===== src/shared/jtl_map.vh =====
// jtl_map.vh: opcodes, field positions, reset values and link offsets for the jump/link unit
// assumes: included by bare name from every design file of the unit
`ifndef JTL_MAP_VH
`define JTL_MAP_VH

// ============================================================
// major opcodes
// ============================================================
`define JTL_OP_REGION_CALL_SHORT_SLOT      6'h1D
`define JTL_OP_CALL_AND_SWITCH_ENCODING      6'h3C
`define JTL_OP_GRPC      6'h11
`define JTL_OP_LBU       6'h02

// ============================================================
// minor codes of the short group c
// ============================================================
`define JTL_MIN_REG_JUMP_SHORT     5'h0C
`define JTL_MIN_JRC      5'h0D
`define JTL_MIN_JRSP     5'h18

// ============================================================
// field positions
// ============================================================
`define JTL_F32_MAJ      31:26
`define JTL_F32_INDEX    25:0
`define JTL_F16_MAJ      15:10
`define JTL_F16_MINOR    9:5
`define JTL_F16_IMM      4:0
`define JTL_F16_RT       9:7
`define JTL_F16_OFS      3:0

// ============================================================
// constants and reset values
// ============================================================
`define JTL_OFS_NEG      4'hF
`define JTL_MODE_RST     1'b1
`define JTL_SLOT32       32'h00000004
`define JTL_REGION_CALL_SHORT_SLOT_LINK    32'h00000006
`define JTL_CALL_AND_SWITCH_ENCODING_LINK    32'h00000008
`define JTL_ST_IDLE      2'h0
`define JTL_ST_SLOT      2'h1
`define JTL_ST_LOAD      2'h2

`endif


===== src/verilog/jtl_target_calc.v =====
// jtl_target_calc.v: combinational decode, target, link, stack and address forming
// assumes: operand values are those of the fields of the instruction presented
`timescale 1ns/10ps
`include "jtl_map.vh"

module jtl_target_calc (
  // instruction
  input  wire [31:0] ins_word,
  input  wire        ins_is16,
  input  wire [31:0] ins_pc,
  // operands and state
  input  wire [31:0] src_val,
  input  wire [31:0] ra_val,
  input  wire [31:0] sp_val,
  input  wire        mode,
  input  wire        full_impl,
  // decode
  output wire        dec_region_call_short_slot,
  output wire        dec_call_and_switch_encoding,
  output wire        dec_reg_jump_short,
  output wire        dec_jrc,
  output wire        dec_jrsp,
  output wire        dec_lbu,
  // results
  output reg  [31:0] tgt,
  output reg         tgt_mode,
  output reg         tgt_err,
  output reg  [31:0] link_val,
  output wire [31:0] sp_sum,
  output wire [31:0] ld_addr,
  output wire [4:0]  ld_dst
);

  // encoded byte offset: f means minus one
  function [31:0] ofs_decode;
    input [3:0] code;
    begin
      if (code == `JTL_OFS_NEG)
        ofs_decode = 32'hFFFFFFFF; // RL21
      else
        ofs_decode = {28'h0000000, code}; // RL21
    end
  endfunction

  // 3-bit register field to full register number
  function [4:0] reg_map;
    input [2:0] f;
    begin
      if (f[2:1] == 2'h0)
        reg_map = {4'h8, f[0]};
      else
        reg_map = {2'h0, f};
    end
  endfunction

  wire        grp     = ins_is16 && (ins_word[`JTL_F16_MAJ] == `JTL_OP_GRPC);
  wire [4:0]  minor   = ins_word[`JTL_F16_MINOR];
  wire [31:0] reg_src = dec_jrsp ? ra_val : src_val;
  wire [31:0] slot_pc = ins_pc + `JTL_SLOT32;
  wire [31:0] pc8     = ins_pc + `JTL_CALL_AND_SWITCH_ENCODING_LINK;

  // opcode decode
  assign dec_region_call_short_slot = !ins_is16 && (ins_word[`JTL_F32_MAJ] == `JTL_OP_REGION_CALL_SHORT_SLOT);
  assign dec_call_and_switch_encoding = !ins_is16 && (ins_word[`JTL_F32_MAJ] == `JTL_OP_CALL_AND_SWITCH_ENCODING);
  assign dec_reg_jump_short = grp && (minor == `JTL_MIN_REG_JUMP_SHORT); // RL9
  assign dec_jrc  = grp && (minor == `JTL_MIN_JRC);
  assign dec_jrsp = grp && (minor == `JTL_MIN_JRSP);
  assign dec_lbu  = ins_is16 && (ins_word[`JTL_F16_MAJ] == `JTL_OP_LBU);

  // stack adjust wraps silently, no overflow check
  assign sp_sum  = sp_val + {25'h0000000, ins_word[`JTL_F16_IMM], 2'h0}; // RL16 RL17
  assign ld_addr = src_val + ofs_decode(ins_word[`JTL_F16_OFS]); // RL20
  assign ld_dst  = reg_map(ins_word[`JTL_F16_RT]);

  // target, next mode, fetch fault and link per jump kind
  always @* begin
    tgt      = {reg_src[31:1], 1'b0}; // RL11 RL15
    tgt_mode = full_impl ? reg_src[0] : mode; // RL11 RL15 RL19
    tgt_err  = full_impl ? (!reg_src[0] && reg_src[1]) : !reg_src[0]; // RL12 RL13
    link_val = ins_pc + `JTL_REGION_CALL_SHORT_SLOT_LINK;
    if (dec_region_call_short_slot) begin
      tgt      = {slot_pc[31:27], ins_word[`JTL_F32_INDEX], 1'b0}; // RL1
      tgt_mode = mode;
      tgt_err  = 1'b0;
    end else if (dec_call_and_switch_encoding) begin
      tgt      = {slot_pc[31:28], ins_word[`JTL_F32_INDEX], 2'h0}; // RL4 RL5
      tgt_mode = ~mode; // RL6
      tgt_err  = 1'b0;
      link_val = {pc8[31:1], mode}; // RL3
    end
  end

endmodule


===== src/verilog/jtl_unit.v =====
// jtl_unit.v: jump, link and short byte load execution for the compressed encoding
// assumes: fetch/decode presents one instruction with its operands; pipeline reports
// retirement of a delay-slot instruction on slot_done; memory answers loads on mem_rvalid
//
// Contract
// RL1 - short-slot call keeps upper target bits from pc; last word reaches next region
// RL2 - software keeps branches, jumps, returns and wait out of delay slots
// RL3 - switching call links pc plus 8 into r31, bit 0 carries mode flag
// RL4 - switching call low 26 target bits are target field shifted left two; code fills the low 28 bits with it
// RL5 - switching call upper bits come from following instruction address
// RL6 - switching call inverts mode flag at target, after its delay slot
// RL7 - software puts a 32-bit instruction in the switching call slot
// RL8 - switching call without full-width set raises reserved-instruction fault
// RL9 - short register jump decodes as group 010001, minor 01100, rs field
// RL10 - short register jump loads pc from rs after its delay slot
// RL11 - register jumps copy rs bit 0 to mode flag, clear target bit 0; code keeps the mode flag when full-width is not set
// RL12 - full-width target with bit 1 set gives fetch address error
// RL13 - without full-width set, target bit 0 clear gives fetch address error
// RL14 - software gives register targets legal alignment for selected set
// RL15 - return-and-pop jumps to r31 bit 0 cleared, mode from its bit 0; code keeps the mode flag when full-width is not set
// RL16 - return-and-pop adds immediate times four, zero-extended, into r29
// RL17 - stack pointer update never raises integer overflow
// RL18 - return-and-pop has no delay slot; next instruction is flushed
// RL19 - compact register jump, minor 01101, no slot, mode from bit 0; code keeps the mode flag when full-width is not set
// RL20 - short byte load adds decoded offset to base for address
// RL21 - offset codes 0 to e mean 0 to 14, f means minus one
// RL22 - short byte load zero-extends fetched byte into destination
// RL23 - one mode flag, updated in the same cycle as the pc load
`timescale 1ns/10ps
`include "jtl_map.vh"

module jtl_unit (
  // clock and reset
  input  wire        clk,
  input  wire        rst,
  // instruction issue
  input  wire        ins_valid,
  input  wire        ins_is16,
  input  wire [31:0] ins_word,
  input  wire [31:0] ins_pc,
  // register operands
  input  wire [31:0] src_val,
  input  wire [31:0] ra_val,
  input  wire [31:0] sp_val,
  // configuration
  input  wire        full_impl,
  // pipeline
  input  wire        slot_done,
  // memory read data
  input  wire        mem_rvalid,
  input  wire [7:0]  mem_rdata,
  // control transfer
  output reg         busy,
  output reg         pc_load,
  output reg  [31:0] pc_target,
  output reg         mode_flag,
  output reg         flush_next,
  output reg         addr_err,
  output reg         resv_err,
  // link write
  output reg         link_we,
  output reg  [31:0] link_data,
  // stack pointer write
  output reg         sp_we,
  output reg  [31:0] sp_data,
  // byte load
  output reg         load_req,
  output reg  [31:0] load_addr,
  output reg         ld_we,
  output reg  [4:0]  ld_idx,
  output reg  [31:0] ld_data
);

  // ============================================================
  // decode and address forming
  // ============================================================

  wire        c_region_call_short_slot;
  wire        c_call_and_switch_encoding;
  wire        c_reg_jump_short;
  wire        c_jrc;
  wire        c_jrsp;
  wire        c_lbu;
  wire [31:0] c_tgt;
  wire        c_mode;
  wire        c_err;
  wire [31:0] c_link;
  wire [31:0] c_sp;
  wire [31:0] c_ld_addr;
  wire [4:0]  c_ld_dst;

  // pure combinational forming of every candidate result
  jtl_target_calc u_calc (
    .ins_word  (ins_word),
    .ins_is16  (ins_is16),
    .ins_pc    (ins_pc),
    .src_val   (src_val),
    .ra_val    (ra_val),
    .sp_val    (sp_val),
    .mode      (mode_flag),
    .full_impl (full_impl),
    .dec_region_call_short_slot  (c_region_call_short_slot),
    .dec_call_and_switch_encoding  (c_call_and_switch_encoding),
    .dec_reg_jump_short  (c_reg_jump_short),
    .dec_jrc   (c_jrc),
    .dec_jrsp  (c_jrsp),
    .dec_lbu   (c_lbu),
    .tgt       (c_tgt),
    .tgt_mode  (c_mode),
    .tgt_err   (c_err),
    .link_val  (c_link),
    .sp_sum    (c_sp),
    .ld_addr   (c_ld_addr),
    .ld_dst    (c_ld_dst)
  );

  // ============================================================
  // sequencing state
  // ============================================================

  reg [1:0]  state;
  reg [31:0] pend_tgt;   // target held across the delay slot
  reg        pend_mode;  // mode flag to apply with the pc load
  reg        pend_err;   // fetch fault to report with the pc load
  reg [4:0]  pend_dst;   // destination of the outstanding load

  // an instruction is only taken while nothing is outstanding
  wire take = ins_valid && (state == `JTL_ST_IDLE);

  // a delayed jump: the short-slot call, the switching call with full-width set, and the short register jump
  wire slot_jump = c_region_call_short_slot || (c_call_and_switch_encoding && full_impl) || c_reg_jump_short;

  // a jump with no delay slot
  wire now_jump = c_jrc || c_jrsp;

  // ============================================================
  // main sequencer
  // ============================================================

  // one clocked process; pulse outputs fall back to zero each cycle
  always @(posedge clk or posedge rst) begin
    if (rst) begin
      state      <= `JTL_ST_IDLE;
      busy       <= 1'b0;
      pc_load    <= 1'b0;
      pc_target  <= 32'h00000000;
      mode_flag  <= `JTL_MODE_RST;
      flush_next <= 1'b0;
      addr_err   <= 1'b0;
      resv_err   <= 1'b0;
      link_we    <= 1'b0;
      link_data  <= 32'h00000000;
      sp_we      <= 1'b0;
      sp_data    <= 32'h00000000;
      load_req   <= 1'b0;
      load_addr  <= 32'h00000000;
      ld_we      <= 1'b0;
      ld_idx     <= 5'h00;
      ld_data    <= 32'h00000000;
      pend_tgt   <= 32'h00000000;
      pend_mode  <= `JTL_MODE_RST;
      pend_err   <= 1'b0;
      pend_dst   <= 5'h00;
    end else begin
      pc_load    <= 1'b0;
      flush_next <= 1'b0;
      addr_err   <= 1'b0;
      resv_err   <= 1'b0;
      link_we    <= 1'b0;
      sp_we      <= 1'b0;
      load_req   <= 1'b0;
      ld_we      <= 1'b0;
      case (state)
        `JTL_ST_IDLE: begin
          if (take) begin
            if (c_call_and_switch_encoding && !full_impl) begin
              // no full-width set: fault, no link, no jump
              resv_err <= 1'b1; // RL8
            end else if (slot_jump) begin
              // link now for the two calls, jump once the slot has retired
              link_we   <= c_region_call_short_slot || c_call_and_switch_encoding;
              link_data <= c_link; // RL3
              pend_tgt  <= c_tgt; // RL1 RL4 RL5
              pend_mode <= c_mode;
              pend_err  <= c_err;
              state     <= `JTL_ST_SLOT; // RL6 RL10
              busy      <= 1'b1;
            end else if (now_jump) begin
              // compact jumps take effect at once and drop the next word
              pc_load    <= 1'b1; // RL19
              pc_target  <= c_tgt; // RL15
              mode_flag  <= c_mode; // RL23
              addr_err   <= c_err; // RL12 RL13
              flush_next <= 1'b1; // RL18
              sp_we      <= c_jrsp; // RL16
              sp_data    <= c_sp; // RL17
            end else if (c_lbu) begin
              // start the byte read and wait for its data
              load_req  <= 1'b1;
              load_addr <= c_ld_addr; // RL20
              pend_dst  <= c_ld_dst;
              state     <= `JTL_ST_LOAD;
              busy      <= 1'b1;
            end
          end
        end
        `JTL_ST_SLOT: begin
          // slot instruction retired: redirect and switch mode together
          if (slot_done) begin
            pc_load   <= 1'b1; // RL6 RL10
            pc_target <= pend_tgt;
            mode_flag <= pend_mode; // RL23
            addr_err  <= pend_err; // RL12 RL13
            state     <= `JTL_ST_IDLE;
            busy      <= 1'b0;
          end
        end
        `JTL_ST_LOAD: begin
          // byte returned: zero-extend into destination
          if (mem_rvalid) begin
            ld_we   <= 1'b1;
            ld_idx  <= pend_dst;
            ld_data <= {24'h000000, mem_rdata}; // RL22
            state   <= `JTL_ST_IDLE;
            busy    <= 1'b0;
          end
        end
        default: begin
          state <= `JTL_ST_IDLE;
          busy  <= 1'b0;
        end
      endcase
    end
  end

endmodule

===== config.mk =====
export PLATFORM = sky130hd
export DESIGN_NAME = jtl_unit
export DESIGN_NICKNAME = d
export VERILOG_FILES = /design/src/verilog/jtl_target_calc.v /design/src/verilog/jtl_unit.v
export VERILOG_INCLUDE_DIRS = /design/src /design/src/shared
export SDC_FILE = /design/constraint.sdc
export NUM_CORES = 1
export LEC_CHECK = 0
export ABC_AREA = 1
export BUFFER_PORTS_ARGS = -buffer_cell sky130_fd_sc_hd__buf_2
export CAP_MARGIN = 20
export CORE_MARGIN = 2
export CORE_UTILIZATION = 54
export DETAILED_ROUTE_END_ITERATION = 8
export PLACE_DENSITY = 0.8
export SLEW_MARGIN = 20
export SYNTH_ARGS = -nofsm -noshare
export SYNTH_HDL_FRONTEND = slang
export SYNTH_SLANG_ARGS = --single-unit
export TNS_END_PERCENT = 10

===== constraint.sdc =====
create_clock -name clk -period 8.77 [get_ports clk]
set_input_delay 1.754 -clock clk [delete_from_list [all_inputs] [get_ports clk]]
set_output_delay 1.754 -clock clk [all_outputs]
set_load 0.05 [all_outputs]

==> results.cfg <==
[worst_setup_path]
rr_startpoint = state[0]
start_kind = primary input
crit_fanout = 44
crit_slowest_cell = nand2_1
worst_r2r_path_depth = 9
slowest_delay_ns = 0.82
cp-startpoint = ins_word[12]
r2r_end = pc_target[8]
timing_worst_setup_path_type = primary input to flop
cp_cell_sequence = buf_2, inv_1, nand4_1, nor2_1, nand2_1, nand2_1, nand2_2, inv_1, nand3_1, nand2_1
critPathCapture = sp_data[19]
cp_common_cell = nand2_1
endpoint_kind = flop
ff2ff_setup_slack_ns = 5.97
worstPathArrival_ns = 5.14
crit_required_ns = 9.16

[power]
seq_power_share_pct = 39.1
switchingPower_w = 0.001068
p_per_area_nw_per_um2 = 170.7
swShare_pct = 40.79
vdd_drop_max_mv = 0.1340
p_clk_share_pct = 31.7
p_int_w = 0.001550
p_leak_nw = 8.953
power_frac_comb_pct = 29.2

[layout]
postLayoutCellArea_um2 = 15330
layout.cells.non_filler = 2591
nFillCells = 2221
drive_above_1_share_pct = 17.32
syn_to_final_growth_pct = 17.68
final_nets = 2471

[clock_tree]
cts_tree = yes
root_buffer = clkbuf_16
clock_path_buffers = 2
clk_pin_slew_ns = 0.09
htreeDepth = 4
ctsHoldBuffers = 0
clock_latency_ns = 0.44
post_cts_resized = 0
cts_sinks = 188
cts_buffers = 17
post-cts-setup-buffer-count = 0

[placed_design]
dp.cells = 2556
place_area_um2 = 14700
port_buffers = 323
finalWeightedCongestion = 1.012
pre_cts_ws_ns = 3.598
hpwl_mm = 34.90

[routing]
final_antenna_net_count = 0
viasPerCell = 5.389
via_count = 13962
route.detailed.drc = 0
routedWlPerCell_um = 17.27
drt_iter0_markers = 1509
wirelength_mm = 44.75
drtPass1Iterations = 5

[synth]
synth_compound_area_share_pct = 9.939
yosys.area_share.xor_xnor_pct = 3.563
ys_types = 43
yosys-top-cells-count = nand2_1 (731), inv_1 (228), dfrtp_1 (186), nor2_1 (180), nand3_1 (132)
synth-seq-area-share_pct = 36.12
synthTopCellsByArea = dfrtp_1 (36%), nand2_1 (21%), inv_1 (6.6%)
synth_area_um2 = 13030
synth_top_area_share_pct = 35.72
synth_edf_count = 0
synthMuxAreaShare_pct = 0.08642
yosys_warnings = 0
synthAdderAreaFrac_pct = 3.956
synthCells = 1970
yosysTopAreaCell = dfrtp_1
ys_seq_elements = 188
synth_top_family_by_area = simple AND/OR/NAND/NOR gates
ys.flop_type = dfrtp_1
postSynth.asyncResetShare_pct = 100.0
yosysMostFrequentCell = nand2_1
synth-simple-area-share_pct = 35.65
syn_avg_cell_area_um2 = 6.614

[sta]
hold_viol = 0
worst_pin_slew_ns = 1.056
skew_ns = 0.01157
max_freq_mhz = 210.7
worst_slack_ns = 4.023
slew_headroom_pct = 29.47
drv_slew = 0
layout_min_cycle_time_ns = 4.747
hold_ws_ns = 0.4755
finalCritPeriodShare_pct = 54.12
setup_viol = 0
fin_setup_tns_ns = 0
rsz0062_at_grt = false

[grt]
grt_pass1_wl_mm = 71.24
grt-ovfl-total = 0
grt_usage_pct = 35.29
grt_max_degree = 130
grt_pass1_vias = 13338
grt_antenna_before_repair = 3

[min_path]
hp-class = flop to flop

[floorplan]
core_um2 = 23610
start_util_pct = 55.18
design.die.area_um2 = 25390
rows = 56
die_w_um = 159.3
die_h_um = 159.3
pin_count = 350

[outcome]
status = complete, no violations

[job]
cap_violations = 0
-- cell type report --
cell class              count  area (um^2)  area share [%]
clock buffers              17        425.4           2.774
inverters                 234        885.9           5.777
repair buffers            330         1669           10.89
well taps                 319        399.1           2.603
multi-input cells        1485         7037           45.89
diodes                      3        7.507         0.04896
clock inverters            15        202.7           1.322
flip-flops and latches    188         4707           30.70
-- per-layer routing --
metal / wire (um) / up-vias / GRT usage (%)
li1: - / 6748 / -
met3: 4231 / 90 / 6.278
met1: 18950 / 6440 / 49.17
met2: 20320 / 684 / 56.26
met5: 0 / - / 0
met4: 1258 / 0 / 11.03
-- worst min path at each step --
stage,from,endpoint,slack [ns],cells after the start
2_1_floorplan,pend_dst[0],ld_idx[0],0.44,2
3_3_place_gp,pend_dst[0],ld_idx[0],0.45,2
3_5_place_dp,pend_dst[2],ld_idx[2],0.45,2
4_1_cts,pend_dst[2],ld_idx[2],0.48,2
5_1_grt,load_addr[28],load_addr[28],0.50,2
6_report,pend_dst[2],ld_idx[2],0.48,2
-- kinds of logic (layout without fill, tap and decap cells) --
| family | count (synthesis) | after routing |
|---|---|---|
| AO/OA/AOI/OAI | 237 | 237 |
| XOR/XNOR | 53 | 53 |
| adder cells (fa/ha/maj) | 40 | 40 |
| buffers and inverters | 322 | 596 |
| flip-flops | 188 | 188 |
| multiplexers | 1 | 1 |
| other | 1 | 29 |
| AND/OR/NAND/NOR | 1128 | 1128 |
-- worst max-delay path: cells and delay by family --
kind	cells	cell delay, ns
buffers and inverters	3	0.73
and+or+nand+nor	7	2.61
-- sequential cells by signal, summed over array words and instances (netlist names), 2 cells and up --
signal / count
ld_data: 8
ld_idx: 4
link_data: 32
load_addr: 32
pc_target: 31
pend_dst: 4
pend_tgt: 31
sp_data: 32
state: 2
-- cells in the final DEF, fill, tap and decap left out, types with 28 or more instances in the layout --
| master | instances |
|---|---|
| xor2_1 | 31 |
| nand4_1 | 28 |
| dfrtp_1 | 186 |
| inv_1 | 227 |
| buf_2 | 323 |
| ha_1 | 38 |
| nor2_1 | 179 |
| o21ai_0 | 98 |
| a21oi_1 | 76 |
| nand3_1 | 132 |
| nand2_1 | 731 |
-- power groups by stage --
stage	clock network, W	registers [W]	logic, W
floorplan	0	0.00130	0.000267
global placement	0	0.00104	0.000750
detailed placement	0	0.00104	0.000758
CTS	0.000838	0.00102	0.000762
global route	0.000873	0.00104	0.000821
finish	0.000829	0.00102	0.000765
-- stage by stage --
stage	util (%)	total power, W
2_1_floorplan	-	0.001569
3_3_place_gp	62.25	0.001787
3_5_place_dp	62.25	0.001796
4_1_cts	64.91	0.002622
5_1_grt	64.94	0.002729
6_report	64.94	0.002618
(Power assumes the default switching activity.)
